==> src/include/taoc_cfg.svh <==
// register map, field positions and reset values of the alert output control block
`ifndef TAOC_CFG_SVH
`define TAOC_CFG_SVH
`define TAOC_ADDR_SETTINGS 8'h01
`define TAOC_ADDR_CTRL 8'h08
`define TAOC_ADDR_OPTS 8'h09
`define TAOC_ADDR_IRQ_STAT 8'h0a
`define TAOC_ADDR_IRQ_MASK 8'h0b
`define TAOC_BIT_MODE 0
`define TAOC_BIT_POL 1
`define TAOC_BIT_CRIT 2
`define TAOC_BIT_EN 3
`define TAOC_BIT_FLAG 4
`define TAOC_BIT_CLR 5
`define TAOC_CTL_CRIT_LOCK 0
`define TAOC_CTL_WIN_LOCK 1
`define TAOC_CTL_SHDN 2
`define TAOC_OPT_SLEEP 0
`define TAOC_OPT_TMO_OFF 1
`define TAOC_OPT_SDIO 2
`define TAOC_IRQ_ALERT 0
`define TAOC_IRQ_CONV 1
`define TAOC_IRQ_LOCKED 2
`define TAOC_CFG_RST 6'h00
`define TAOC_BIT_RST 1'h0
`define TAOC_IRQ_RST 3'h0
`define TAOC_DATA_ZERO 16'h0000
`endif

==> src/include/taoc_pkg.sv <==
// types shared by the alert output control modules
package taoc_pkg;
  // shutdown phases: running, asleep, awake but waiting for a fresh conversion
  typedef enum logic [1:0] {TAOC_RUN, TAOC_SLEEP, TAOC_WAKE} taoc_phase_t;
endpackage : taoc_pkg

==> src/include/taoc_pin_if.sv <==
// carrier between the alert control core and its pin driver
`timescale 1ns/1ps
interface taoc_pin_if;
  logic pol;
  logic asserted;
  logic pin_o;
  logic pin_oe;
  modport ctrl (output pol, output asserted, input pin_o, input pin_oe);
  modport drv (input pol, input asserted, output pin_o, output pin_oe);
endinterface : taoc_pin_if

==> src/core/taoc_ctrl.sv <==
// alert output control: settings register, locks, shutdown staging and alert pin
// Operation
// RULE_01: output enable bit 3 clear keeps pin inactive; set lets it assert.
// RULE_02: either lock set ignores writes to enable, polarity and mode bits.
// RULE_03: critical-only bit 2 clear alerts on window or critical; set critical only.
// RULE_04: window lock keeps the critical-only bit unchanged.
// RULE_05: polarity bit 1 clear means active low, set active high.
// RULE_06: polarity change reaches the pin at once, no conversion needed.
// RULE_07: immediate polarity update also applies during shutdown.
// RULE_08: in shutdown the pin freezes, or de-asserts when sleep state is one.
// RULE_09: other settings and bus options apply after first conversion past shutdown.
// RULE_10: in shutdown with timeout off, or no data-line option, polarity waits.
// RULE_11: mode bit 0 clear is comparator, set is latched interrupt.
// RULE_12: alert clear write ends a latched alert; no effect in comparator; reads zero.
// RULE_13: asserted flag reads one while this block drives its alert.
// RULE_14: pin drives active level only when enabled and alert true.
`timescale 1ns/1ps
`include "taoc_cfg.svh"
module taoc_ctrl
  import taoc_pkg::*;
#(
  parameter int ADDR_W = 8,
  parameter int DATA_W = 16
)
(
  input wire logic ref_clk,
  input wire logic sys_rst,
  input wire logic [ADDR_W-1:0] reg_addr,
  input wire logic [DATA_W-1:0] reg_wdata,
  input wire logic reg_wr,
  input wire logic reg_rd,
  output logic [DATA_W-1:0] reg_rdata,
  input wire logic conv_clk,
  input wire logic alarm_window_evt,
  input wire logic crit_evt,
  output logic alert_pin_level,
  output logic alert_pin_oe,
  output logic irq
);
  taoc_pin_if pin_bus ();

  // register state: pend holds what software wrote, act what the logic uses
  logic [5:0] cfg_pend_ff; // {opts[2:0], en, crit, mode}
  logic [5:0] cfg_act_ff;
  logic pol_pend_ff;
  logic pol_act_ff;
  logic crit_lock_ff;
  logic win_lock_ff;
  logic shdn_ff;
  taoc_phase_t phase_ff;
  logic conv_s1_ff;
  logic conv_s2_ff;
  logic conv_s3_ff;
  logic cond_q_ff;
  logic latch_ff;
  logic alert_st_ff;
  logic asserted_q_ff;
  logic [2:0] irq_stat_ff;
  logic [2:0] irq_mask_ff;
  logic irq_ff;
  logic [DATA_W-1:0] rdata_ff;

  // keep the old bit while locked, else take the written one
  function automatic logic keep_or_take(input logic old_v, input logic new_v, input logic lock);
    keep_or_take = lock ? old_v : new_v;
  endfunction : keep_or_take

  // address decode
  wire wr_set = reg_wr && (reg_addr == `TAOC_ADDR_SETTINGS);
  wire wr_ctrl = reg_wr && (reg_addr == `TAOC_ADDR_CTRL);
  wire wr_opts = reg_wr && (reg_addr == `TAOC_ADDR_OPTS);
  wire wr_istat = reg_wr && (reg_addr == `TAOC_ADDR_IRQ_STAT);
  wire wr_imask = reg_wr && (reg_addr == `TAOC_ADDR_IRQ_MASK);
  wire any_lock = crit_lock_ff | win_lock_ff;

  // lock-filtered next values of the written settings
  wire nxt_en_pend = wr_set ? keep_or_take(cfg_pend_ff[2], reg_wdata[`TAOC_BIT_EN], any_lock)
                            : cfg_pend_ff[2]; // RULE_02
  wire nxt_crit_pend = wr_set ? keep_or_take(cfg_pend_ff[1], reg_wdata[`TAOC_BIT_CRIT], win_lock_ff)
                              : cfg_pend_ff[1]; // RULE_04
  wire nxt_mode_pend = wr_set ? keep_or_take(cfg_pend_ff[0], reg_wdata[`TAOC_BIT_MODE], any_lock)
                              : cfg_pend_ff[0]; // RULE_02
  wire nxt_pol_pend = wr_set ? keep_or_take(pol_pend_ff, reg_wdata[`TAOC_BIT_POL], any_lock)
                             : pol_pend_ff; // RULE_02
  wire [2:0] nxt_opts_pend = wr_opts ? {reg_wdata[`TAOC_OPT_SDIO], reg_wdata[`TAOC_OPT_TMO_OFF],
                                        reg_wdata[`TAOC_OPT_SLEEP]} : cfg_pend_ff[5:3];
  wire [5:0] nxt_cfg_pend = {nxt_opts_pend, nxt_en_pend, nxt_crit_pend, nxt_mode_pend};

  // active copies: named views of the applied settings
  wire act_mode = cfg_act_ff[0];
  wire act_crit = cfg_act_ff[1];
  wire act_en = cfg_act_ff[2];
  wire act_sleep = cfg_act_ff[3];
  wire act_tmo_off = cfg_act_ff[4];
  wire act_sdio = cfg_act_ff[5];

  // conversion strobe from the converter clock; stages two and three together form the edge
  wire conv_pulse = conv_s2_ff & ~conv_s3_ff;
  wire frozen = (phase_ff != TAOC_RUN);
  wire wake_done = (phase_ff == TAOC_WAKE) && conv_pulse && !shdn_ff;

  // polarity is held only in sleep with these bus options
  wire hold_pol = (phase_ff == TAOC_SLEEP) && (act_tmo_off || !act_sdio); // RULE_10
  wire nxt_pol_act = hold_pol ? pol_act_ff : nxt_pol_pend; // RULE_06 RULE_07

  // staged settings: direct while running, else wait for first fresh conversion
  wire [5:0] nxt_cfg_act = (phase_ff == TAOC_RUN) ? nxt_cfg_pend
                         : (wake_done ? cfg_pend_ff : cfg_act_ff); // RULE_09

  // alert condition and latched interrupt
  wire cond = act_crit ? crit_evt : (alarm_window_evt | crit_evt); // RULE_03
  wire latch_set = cond & ~cond_q_ff & ~frozen;
  wire latch_clr = wr_set && reg_wdata[`TAOC_BIT_CLR] && act_mode; // RULE_12
  wire nxt_latch = !act_mode ? 1'b0 : (latch_set ? 1'b1 : (latch_clr ? 1'b0 : latch_ff)); // no stale latch
  wire run_alert = act_mode ? nxt_latch : cond; // RULE_11
  wire nxt_alert_st = !frozen ? run_alert
                    : (act_sleep ? 1'b0 : alert_st_ff); // RULE_08
  wire asserted = act_en & alert_st_ff; // RULE_01 RULE_14

  // interrupt status: events set, write-one clears, set wins
  wire [2:0] irq_evt;
  assign irq_evt[`TAOC_IRQ_ALERT] = asserted & ~asserted_q_ff;
  assign irq_evt[`TAOC_IRQ_CONV] = conv_pulse;
  assign irq_evt[`TAOC_IRQ_LOCKED] = wr_set & any_lock; // write partly refused
  wire [2:0] irq_w1c = wr_istat ? reg_wdata[2:0] : `TAOC_IRQ_RST;
  wire [2:0] nxt_irq_stat = irq_evt | (irq_stat_ff & ~irq_w1c);

  // read mux; alert clear always reads zero
  wire [DATA_W-1:0] rd_set = {{(DATA_W-6){1'b0}}, 1'b0, asserted, cfg_pend_ff[2],
                              cfg_pend_ff[1], pol_pend_ff, cfg_pend_ff[0]}; // RULE_13 RULE_12
  wire [DATA_W-1:0] rd_ctrl = {{(DATA_W-3){1'b0}}, shdn_ff, win_lock_ff, crit_lock_ff};
  wire [DATA_W-1:0] rd_opts = {{(DATA_W-3){1'b0}}, cfg_pend_ff[5:3]};
  wire [DATA_W-1:0] rd_istat = {{(DATA_W-3){1'b0}}, irq_stat_ff};
  wire [DATA_W-1:0] rd_imask = {{(DATA_W-3){1'b0}}, irq_mask_ff};
  wire [DATA_W-1:0] rd_val = (reg_addr == `TAOC_ADDR_SETTINGS) ? rd_set
                           : (reg_addr == `TAOC_ADDR_CTRL) ? rd_ctrl
                           : (reg_addr == `TAOC_ADDR_OPTS) ? rd_opts
                           : (reg_addr == `TAOC_ADDR_IRQ_STAT) ? rd_istat
                           : (reg_addr == `TAOC_ADDR_IRQ_MASK) ? rd_imask
                           : `TAOC_DATA_ZERO;

  // next shutdown phase
  taoc_phase_t nxt_phase;
  always_comb
  begin
    nxt_phase = phase_ff;
    unique case (phase_ff)
      TAOC_RUN: if (shdn_ff) nxt_phase = TAOC_SLEEP;
      TAOC_SLEEP: if (!shdn_ff) nxt_phase = TAOC_WAKE;
      TAOC_WAKE: if (shdn_ff) nxt_phase = TAOC_SLEEP;
                 else if (conv_pulse) nxt_phase = TAOC_RUN;
    endcase
  end

  // settings and polarity
  always_ff @(posedge ref_clk)
  begin
    if (sys_rst)
    begin
      cfg_pend_ff <= `TAOC_CFG_RST;
      cfg_act_ff <= `TAOC_CFG_RST;
      pol_pend_ff <= `TAOC_BIT_RST;
      pol_act_ff <= `TAOC_BIT_RST;
    end
    else
    begin
      cfg_pend_ff <= nxt_cfg_pend;
      cfg_act_ff <= nxt_cfg_act;
      pol_pend_ff <= nxt_pol_pend;
      pol_act_ff <= nxt_pol_act;
    end
  end

  // locks are set-only and fall only at reset; shutdown is plain
  always_ff @(posedge ref_clk)
  begin
    if (sys_rst)
    begin
      crit_lock_ff <= `TAOC_BIT_RST;
      win_lock_ff <= `TAOC_BIT_RST;
      shdn_ff <= `TAOC_BIT_RST;
      phase_ff <= TAOC_RUN;
    end
    else
    begin
      crit_lock_ff <= crit_lock_ff | (wr_ctrl & reg_wdata[`TAOC_CTL_CRIT_LOCK]);
      win_lock_ff <= win_lock_ff | (wr_ctrl & reg_wdata[`TAOC_CTL_WIN_LOCK]);
      shdn_ff <= wr_ctrl ? reg_wdata[`TAOC_CTL_SHDN] : shdn_ff;
      phase_ff <= nxt_phase;
    end
  end

  // converter clock synchroniser and edge stage
  always_ff @(posedge ref_clk)
  begin
    if (sys_rst)
    begin
      conv_s1_ff <= 1'b0;
      conv_s2_ff <= 1'b0;
      conv_s3_ff <= 1'b0;
    end
    else
    begin
      conv_s1_ff <= conv_clk;
      conv_s2_ff <= conv_s1_ff;
      conv_s3_ff <= conv_s2_ff;
    end
  end

  // alert state
  always_ff @(posedge ref_clk)
  begin
    if (sys_rst)
    begin
      cond_q_ff <= 1'b0;
      latch_ff <= 1'b0;
      alert_st_ff <= 1'b0;
      asserted_q_ff <= 1'b0;
    end
    else
    begin
      cond_q_ff <= cond;
      latch_ff <= nxt_latch;
      alert_st_ff <= nxt_alert_st;
      asserted_q_ff <= asserted;
    end
  end

  // interrupt and read data
  always_ff @(posedge ref_clk)
  begin
    if (sys_rst)
    begin
      irq_stat_ff <= `TAOC_IRQ_RST;
      irq_mask_ff <= `TAOC_IRQ_RST;
      irq_ff <= 1'b0;
      rdata_ff <= `TAOC_DATA_ZERO;
    end
    else
    begin
      irq_stat_ff <= nxt_irq_stat;
      irq_mask_ff <= wr_imask ? reg_wdata[2:0] : irq_mask_ff;
      irq_ff <= |(nxt_irq_stat & (wr_imask ? reg_wdata[2:0] : irq_mask_ff));
      rdata_ff <= reg_rd ? rd_val : `TAOC_DATA_ZERO;
    end
  end

  // pin driver registers the level, so the pin trails the settings by one edge
  assign pin_bus.pol = pol_act_ff;
  assign pin_bus.asserted = asserted;
  taoc_pin u_pin (
    .ref_clk(ref_clk),
    .sys_rst(sys_rst),
    .pin(pin_bus.drv)
  );

  assign alert_pin_level = pin_bus.pin_o;
  assign alert_pin_oe = pin_bus.pin_oe;
  assign irq = irq_ff;
  assign reg_rdata = rdata_ff;
endmodule : taoc_ctrl

==> src/core/taoc_pin.sv <==
// registered tri-state driver of the alert pin
`timescale 1ns/1ps
module taoc_pin
  import taoc_pkg::*;
(
  input wire logic ref_clk,
  input wire logic sys_rst,
  taoc_pin_if.drv pin
);
  logic pin_o_ff;
  logic pin_oe_ff;

  // active level only while asserted; otherwise the pin is released
  always_ff @(posedge ref_clk)
  begin
    if (sys_rst)
    begin
      pin_o_ff <= 1'b0;
      pin_oe_ff <= 1'b0;
    end
    else
    begin
      pin_o_ff <= pin.pol; // RULE_05
      pin_oe_ff <= pin.asserted; // RULE_14
    end
  end

  assign pin.pin_o = pin_o_ff;
  assign pin.pin_oe = pin_oe_ff;
endmodule : taoc_pin

==> config.mk <==
export PLATFORM = sky130hd
export DESIGN_NAME = taoc_ctrl
export DESIGN_NICKNAME = d
export VERILOG_FILES = /design/src/include/taoc_pkg.sv /design/src/include/taoc_pin_if.sv /design/src/core/taoc_ctrl.sv /design/src/core/taoc_pin.sv
export VERILOG_INCLUDE_DIRS = /design/src /design/src/include
export SDC_FILE = /design/constraint.sdc
export NUM_CORES = 1
export LEC_CHECK = 0
export BUFFER_PORTS_ARGS = -buffer_cell sky130_fd_sc_hd__buf_4
export CORE_ASPECT_RATIO = 1.5
export CORE_MARGIN = 2
export CORE_UTILIZATION = 46
export DETAILED_ROUTE_END_ITERATION = 10
export GPL_TIMING_DRIVEN = 0
export PLACE_DENSITY = 0.75
export SETUP_SLACK_MARGIN = 0.02
export SLEW_MARGIN = 20
export SYNTH_ARGS = -nofsm -noshare
export SYNTH_HDL_FRONTEND = slang
export SYNTH_HIERARCHICAL = 1
export SYNTH_SLANG_ARGS = --single-unit
==> constraint.sdc <==
create_clock -name ref_clk -period 2.35 [get_ports ref_clk]
set_clock_uncertainty 0.2 [all_clocks]
set_input_delay 0.705 -clock ref_clk [delete_from_list [all_inputs] [get_ports ref_clk]]
set_output_delay 0.705 -clock ref_clk [all_outputs]
set_load 0.02 [all_outputs]
==> tab_implementation.tex <==
\begin{tabular}{lr}
\hline
Metric & Value \\
\hline
\multicolumn{2}{l}{\textbf{Run status}} \\
\quad Status & finished, violations left \\
\quad Failing checks & setup timing \\
\multicolumn{2}{l}{\textbf{Drt}} \\
\quad First-pass iteration count of the detailed router & 4 \\
\quad Drt drc & 0 \\
\quad Routed vias/inst & 5.390 \\
\quad Avg WL per Cell & between 10 and 15 um \\
\quad DRT iter0 DRCs & 54 \\
\quad Routed via count & between 1,500 and 2,000 \\
\quad Detail Route Antenna Nets & 0 \\
\quad Post-detailed-routing wire length & between 4 and 5 mm \\
\multicolumn{2}{l}{\textbf{Cells and area}} \\
\quad Area of combinational cells with multiple inputs & roughly 900 um2 \\
\quad Layout net count & about 270 \\
\quad Layout cell share with drive strength beyond 1 & 0.2803 \\
\quad Commonest non-fill, non-tap cells in the layout & 41 x sky130\_fd\_sc\_hd\_\_buf\_4, 40 x sky130\_fd\_sc\_hd\_\_dfxtp\_1, 22 x sky130\_fd\_sc\_hd\_\_nor2\_1 \\
\quad Area growth syn-to-layout & 27.80\% \\
\quad Most common cell after layout, fill and taps aside & sky130\_fd\_sc\_hd\_\_buf\_4 \\
\quad Antenna Diode Count & 0 \\
\quad Final standard cell count with taps included and fillers excluded & $\sim$280 \\
\quad Post-route cell area & 2243 um2 \\
\quad Utilization of the core after routing & 0.6092 \\
\quad FILL cells & 334 \\
\quad Area taken by flip-flops and latches & approximately 800 um2 \\
\multicolumn{2}{l}{\textbf{Logic synthesis}} \\
\quad Share of synthesized flip-flops with an asynchronous set or reset & 0 \\
\quad Avg Cell Area, Syn & roughly 9.2 um2 \\
\quad Main combinational cell family by area after synthesis & simple AND/OR/NAND/NOR gates \\
\quad Netlist Area Pre-Place & around 1800 um2 \\
\quad Mux share of post-synthesis cell area & 0.08197 \\
\quad Flops \& latches, synth & 40 \\
\quad Most instantiated flip-flop cell in the synthesis netlist & sky130\_fd\_sc\_hd\_\_dfxtp\_1 \\
\quad Warnings, synthesis & 6 \\
\quad Number of flops mapped to enable cells by yosys & 0 \\
\quad XOR/XNOR share of the synthesized area & 0 \\
\quad Adder-Cell Fraction of Synth Area & 0 \\
\quad Count of mapped cells out of synthesis & 190 \\
\quad Number of unique standard cell types used by synthesis & 38 \\
\quad Post-synthesis compound-gate area fraction & 0.1433 \\
\quad Sequential cell area fraction in the yosys report & 0.4562 \\
\quad Basic-gate share of the synthesized area counting and, or, nand and nor cells & 0.2352 \\
\multicolumn{2}{l}{\textbf{Clock network}} \\
\quad Hold buffer count at CTS & 0 \\
\quad Clock tree from TritonCTS & yes \\
\quad Clock-pin transition on the worst setup and hold timing paths & about 0.080 ns \\
\quad Worst-Skew Late Latency & $\sim$0.30 ns \\
\quad Sink Count & 40 \\
\quad Root buf cell & sky130\_fd\_sc\_hd\_\_clkbuf\_8 \\
\quad Number of buffers created by CTS & 5 \\
\quad Deepest level of the CTS H-tree & 2 \\
\quad Buffer depth of the longest clock path & 2 \\
\multicolumn{2}{l}{\textbf{Pwr}} \\
\quad Leakage power summed over all cells & about 0.94 nW \\
\quad Worst-case vdd ir drop & 468.2 uV \\
\quad Pwr/cell area & 607.2 nW/um2 \\
\quad Post-route total power & roughly 1.4 mW \\
\multicolumn{2}{l}{\textbf{Floorplan}} \\
\quad Area inside the core boundary & between 3000 and 4000 um2 \\
\quad Initial standard-cell utilization of the core & 0.4767 \\
\quad Overall die width & about 54 um \\
\quad Y dimension of the die & approximately 80 um \\
\quad Total die area & $\sim$4300 um2 \\
\quad Number of I/O pins & 50 \\
\quad Floorplan row count & 27 \\
\multicolumn{2}{l}{\textbf{STA}} \\
\quad Count of endpoints failing hold in the final timing report & 0 \\
\quad Transition at the pin with the smallest max-transition slack & 0.7294 ns \\
\quad Number of pins with negative max-slew slack in the final report & 0 \\
\quad Min Clock Period, post-route & about 2.4 ns \\
\quad Max transition margin & 0.5127 \\
\quad Fmax & between 400 and 500 MHz \\
\quad Setup WS post-layout & -0.04657 ns \\
\quad Final cycle utilization of the critical path & 1.020 \\
\quad Final setup violating endpoints & 1 \\
\quad Total Negative Setup Slacks & -0.04657 ns \\
\quad Setup repair after global routing missed its margin & yes \\
\quad Hold Worst Slack & 0.2362 ns \\
\multicolumn{2}{l}{\textbf{Placement}} \\
\quad Area after DPL & 2042 um2 \\
\quad Port buffer count & 26 \\
\quad Worst setup timing slack at the placement stage & -0.5351 ns \\
\quad Final weighted congestion in routability-driven placement & between 0.8 and 0.9 \\
\quad Final HPWL DP & $\sim$2.9 mm \\
\quad Placed cell count & roughly 270 \\
\multicolumn{2}{l}{\textbf{Setup path}} \\
\quad Type of element launching the critical path & input port \\
\quad Critical path class & input port to flip-flop \\
\quad Crit path max fanout & 6 \\
\quad Endpoint type of the worst setup path & flip-flop \\
\quad Required time reported for the critical path endpoint & about 2.3 ns \\
\quad Data arrival time of the worst path & $\sim$2.4 ns \\
\multicolumn{2}{l}{\textbf{GRT}} \\
\quad Via count of the first global-routing pass & approximately 1,400 \\
\quad GRT overflow & 0 \\
\quad Global-route wire length before repair & about 6.5 mm \\
\quad Initial antenna violation count & 0 \\
\quad Tot GR Track Use & 0.2051 \\
\quad Maximum number of pins on one net before global-route repair & 14 \\
\multicolumn{2}{l}{\textbf{Flow run}} \\
\quad Number of max-capacitance violations reported & 0 \\
\multicolumn{2}{l}{\textbf{Worst hold path}} \\
\quad Hold Crit Class & flip-flop to flip-flop \\
\hline
\end{tabular}
-- final timing paths --
kind / from / end / slack, ns / depth (start not counted)
max: reg_addr[6] / irq / -0.05 / 7
min: conv_s1_ff / conv_s2_ff / 0.24 / 1
max reg2reg: phase_ff[1] / cfg_act_ff[5] / 0.46 / 4
min reg2reg: conv_s1_ff / conv_s2_ff / 0.24 / 1
-- layout make-up --
class / count / share of cell area
repair buffers: 31 / 0.1054
flip-flops and latches: 40 / 0.3569
multi-input cells: 135 / 0.4004
well taps: 43 / 0.02398
clock buffers: 5 / 0.03067
plain buffers: 18 / 0.05187
inverters: 7 / 0.01171
clock inverters: 3 / 0.01896
-- kinds of logic (layout without fill, tap and decap cells) --
group                  after synthesis  in the layout
buffers and inverters               25             64
muxes                               14             14
and+or+nand+nor                     70             70
DFF                                 40             40
other                                1             11
AOI/OAI and AO/OA                   40             40
-- repair_timing --
action / in CTS / in global routing
pin swaps: 5 / 5
setup buffers: 4 / 1
gates resized for setup: 4 / 5
setup endpoints to repair: 13 / 19
hold endpoints to repair: 0 / 0
-- synth_stat cells, drive strengths merged (3+ instances only) --
cell type | instances | area (um2)
a21oi | 17 | 85.08
nor4 | 4 | 46.29
mux2i | 11 | 110.1
inv | 7 | 26.28
o21ai | 3 | 15.01
dfxtp | 40 | 800.8
clkbuf | 5 | 18.77
nand3b | 4 | 30.03
mux2 | 3 | 33.78
nor2b | 8 | 50.05
nand2 | 12 | 45.04
buf | 13 | 97.59
nand2b | 5 | 31.28
a31oi | 3 | 18.77
o22ai | 6 | 37.54
nor2 | 22 | 82.58
a22oi | 6 | 45.04
-- worst max-delay path, stage by stage --
cell,delay (ns)
sky130_fd_sc_hd__buf_4,0.11
sky130_fd_sc_hd__or4_4,0.50
sky130_fd_sc_hd__buf_6,0.16
sky130_fd_sc_hd__nor4b_4,0.34
sky130_fd_sc_hd__mux2i_1,0.28
sky130_fd_sc_hd__o21bai_4,0.16
sky130_fd_sc_hd__o311ai_1,0.11
-- state kept, by name, summed over array words and instances (netlist names), 2 cells and up --
| signal | cells |
|---|---|
| irq_stat_ff | 3 |
| cfg_act_ff | 6 |
| reg_rdata | 5 |
| phase_ff | 2 |
| cfg_pend_ff | 6 |
| irq_mask_ff | 3 |
-- report_power, final --
part / switching, mW / leakage, nW / internal, mW
clock: 0.247 / 0.0541 / 0.314
sequential: 0.00246 / 0.323 / 0.683
combinational: 0.0663 / 0.567 / 0.0494
-- per-layer routing --
layer / GRT usage / up-vias / share of wire
met3: 0.04682 / 15 / 0.059
met2: 0.3277 / 53 / 0.51
li1: - / 745 / -
met5: 0 / - / 0
met4: 0.1275 / 0 / 0.045
met1: 0.2373 / 707 / 0.39
No activity file was read; power rests on OpenSTA's default activity.
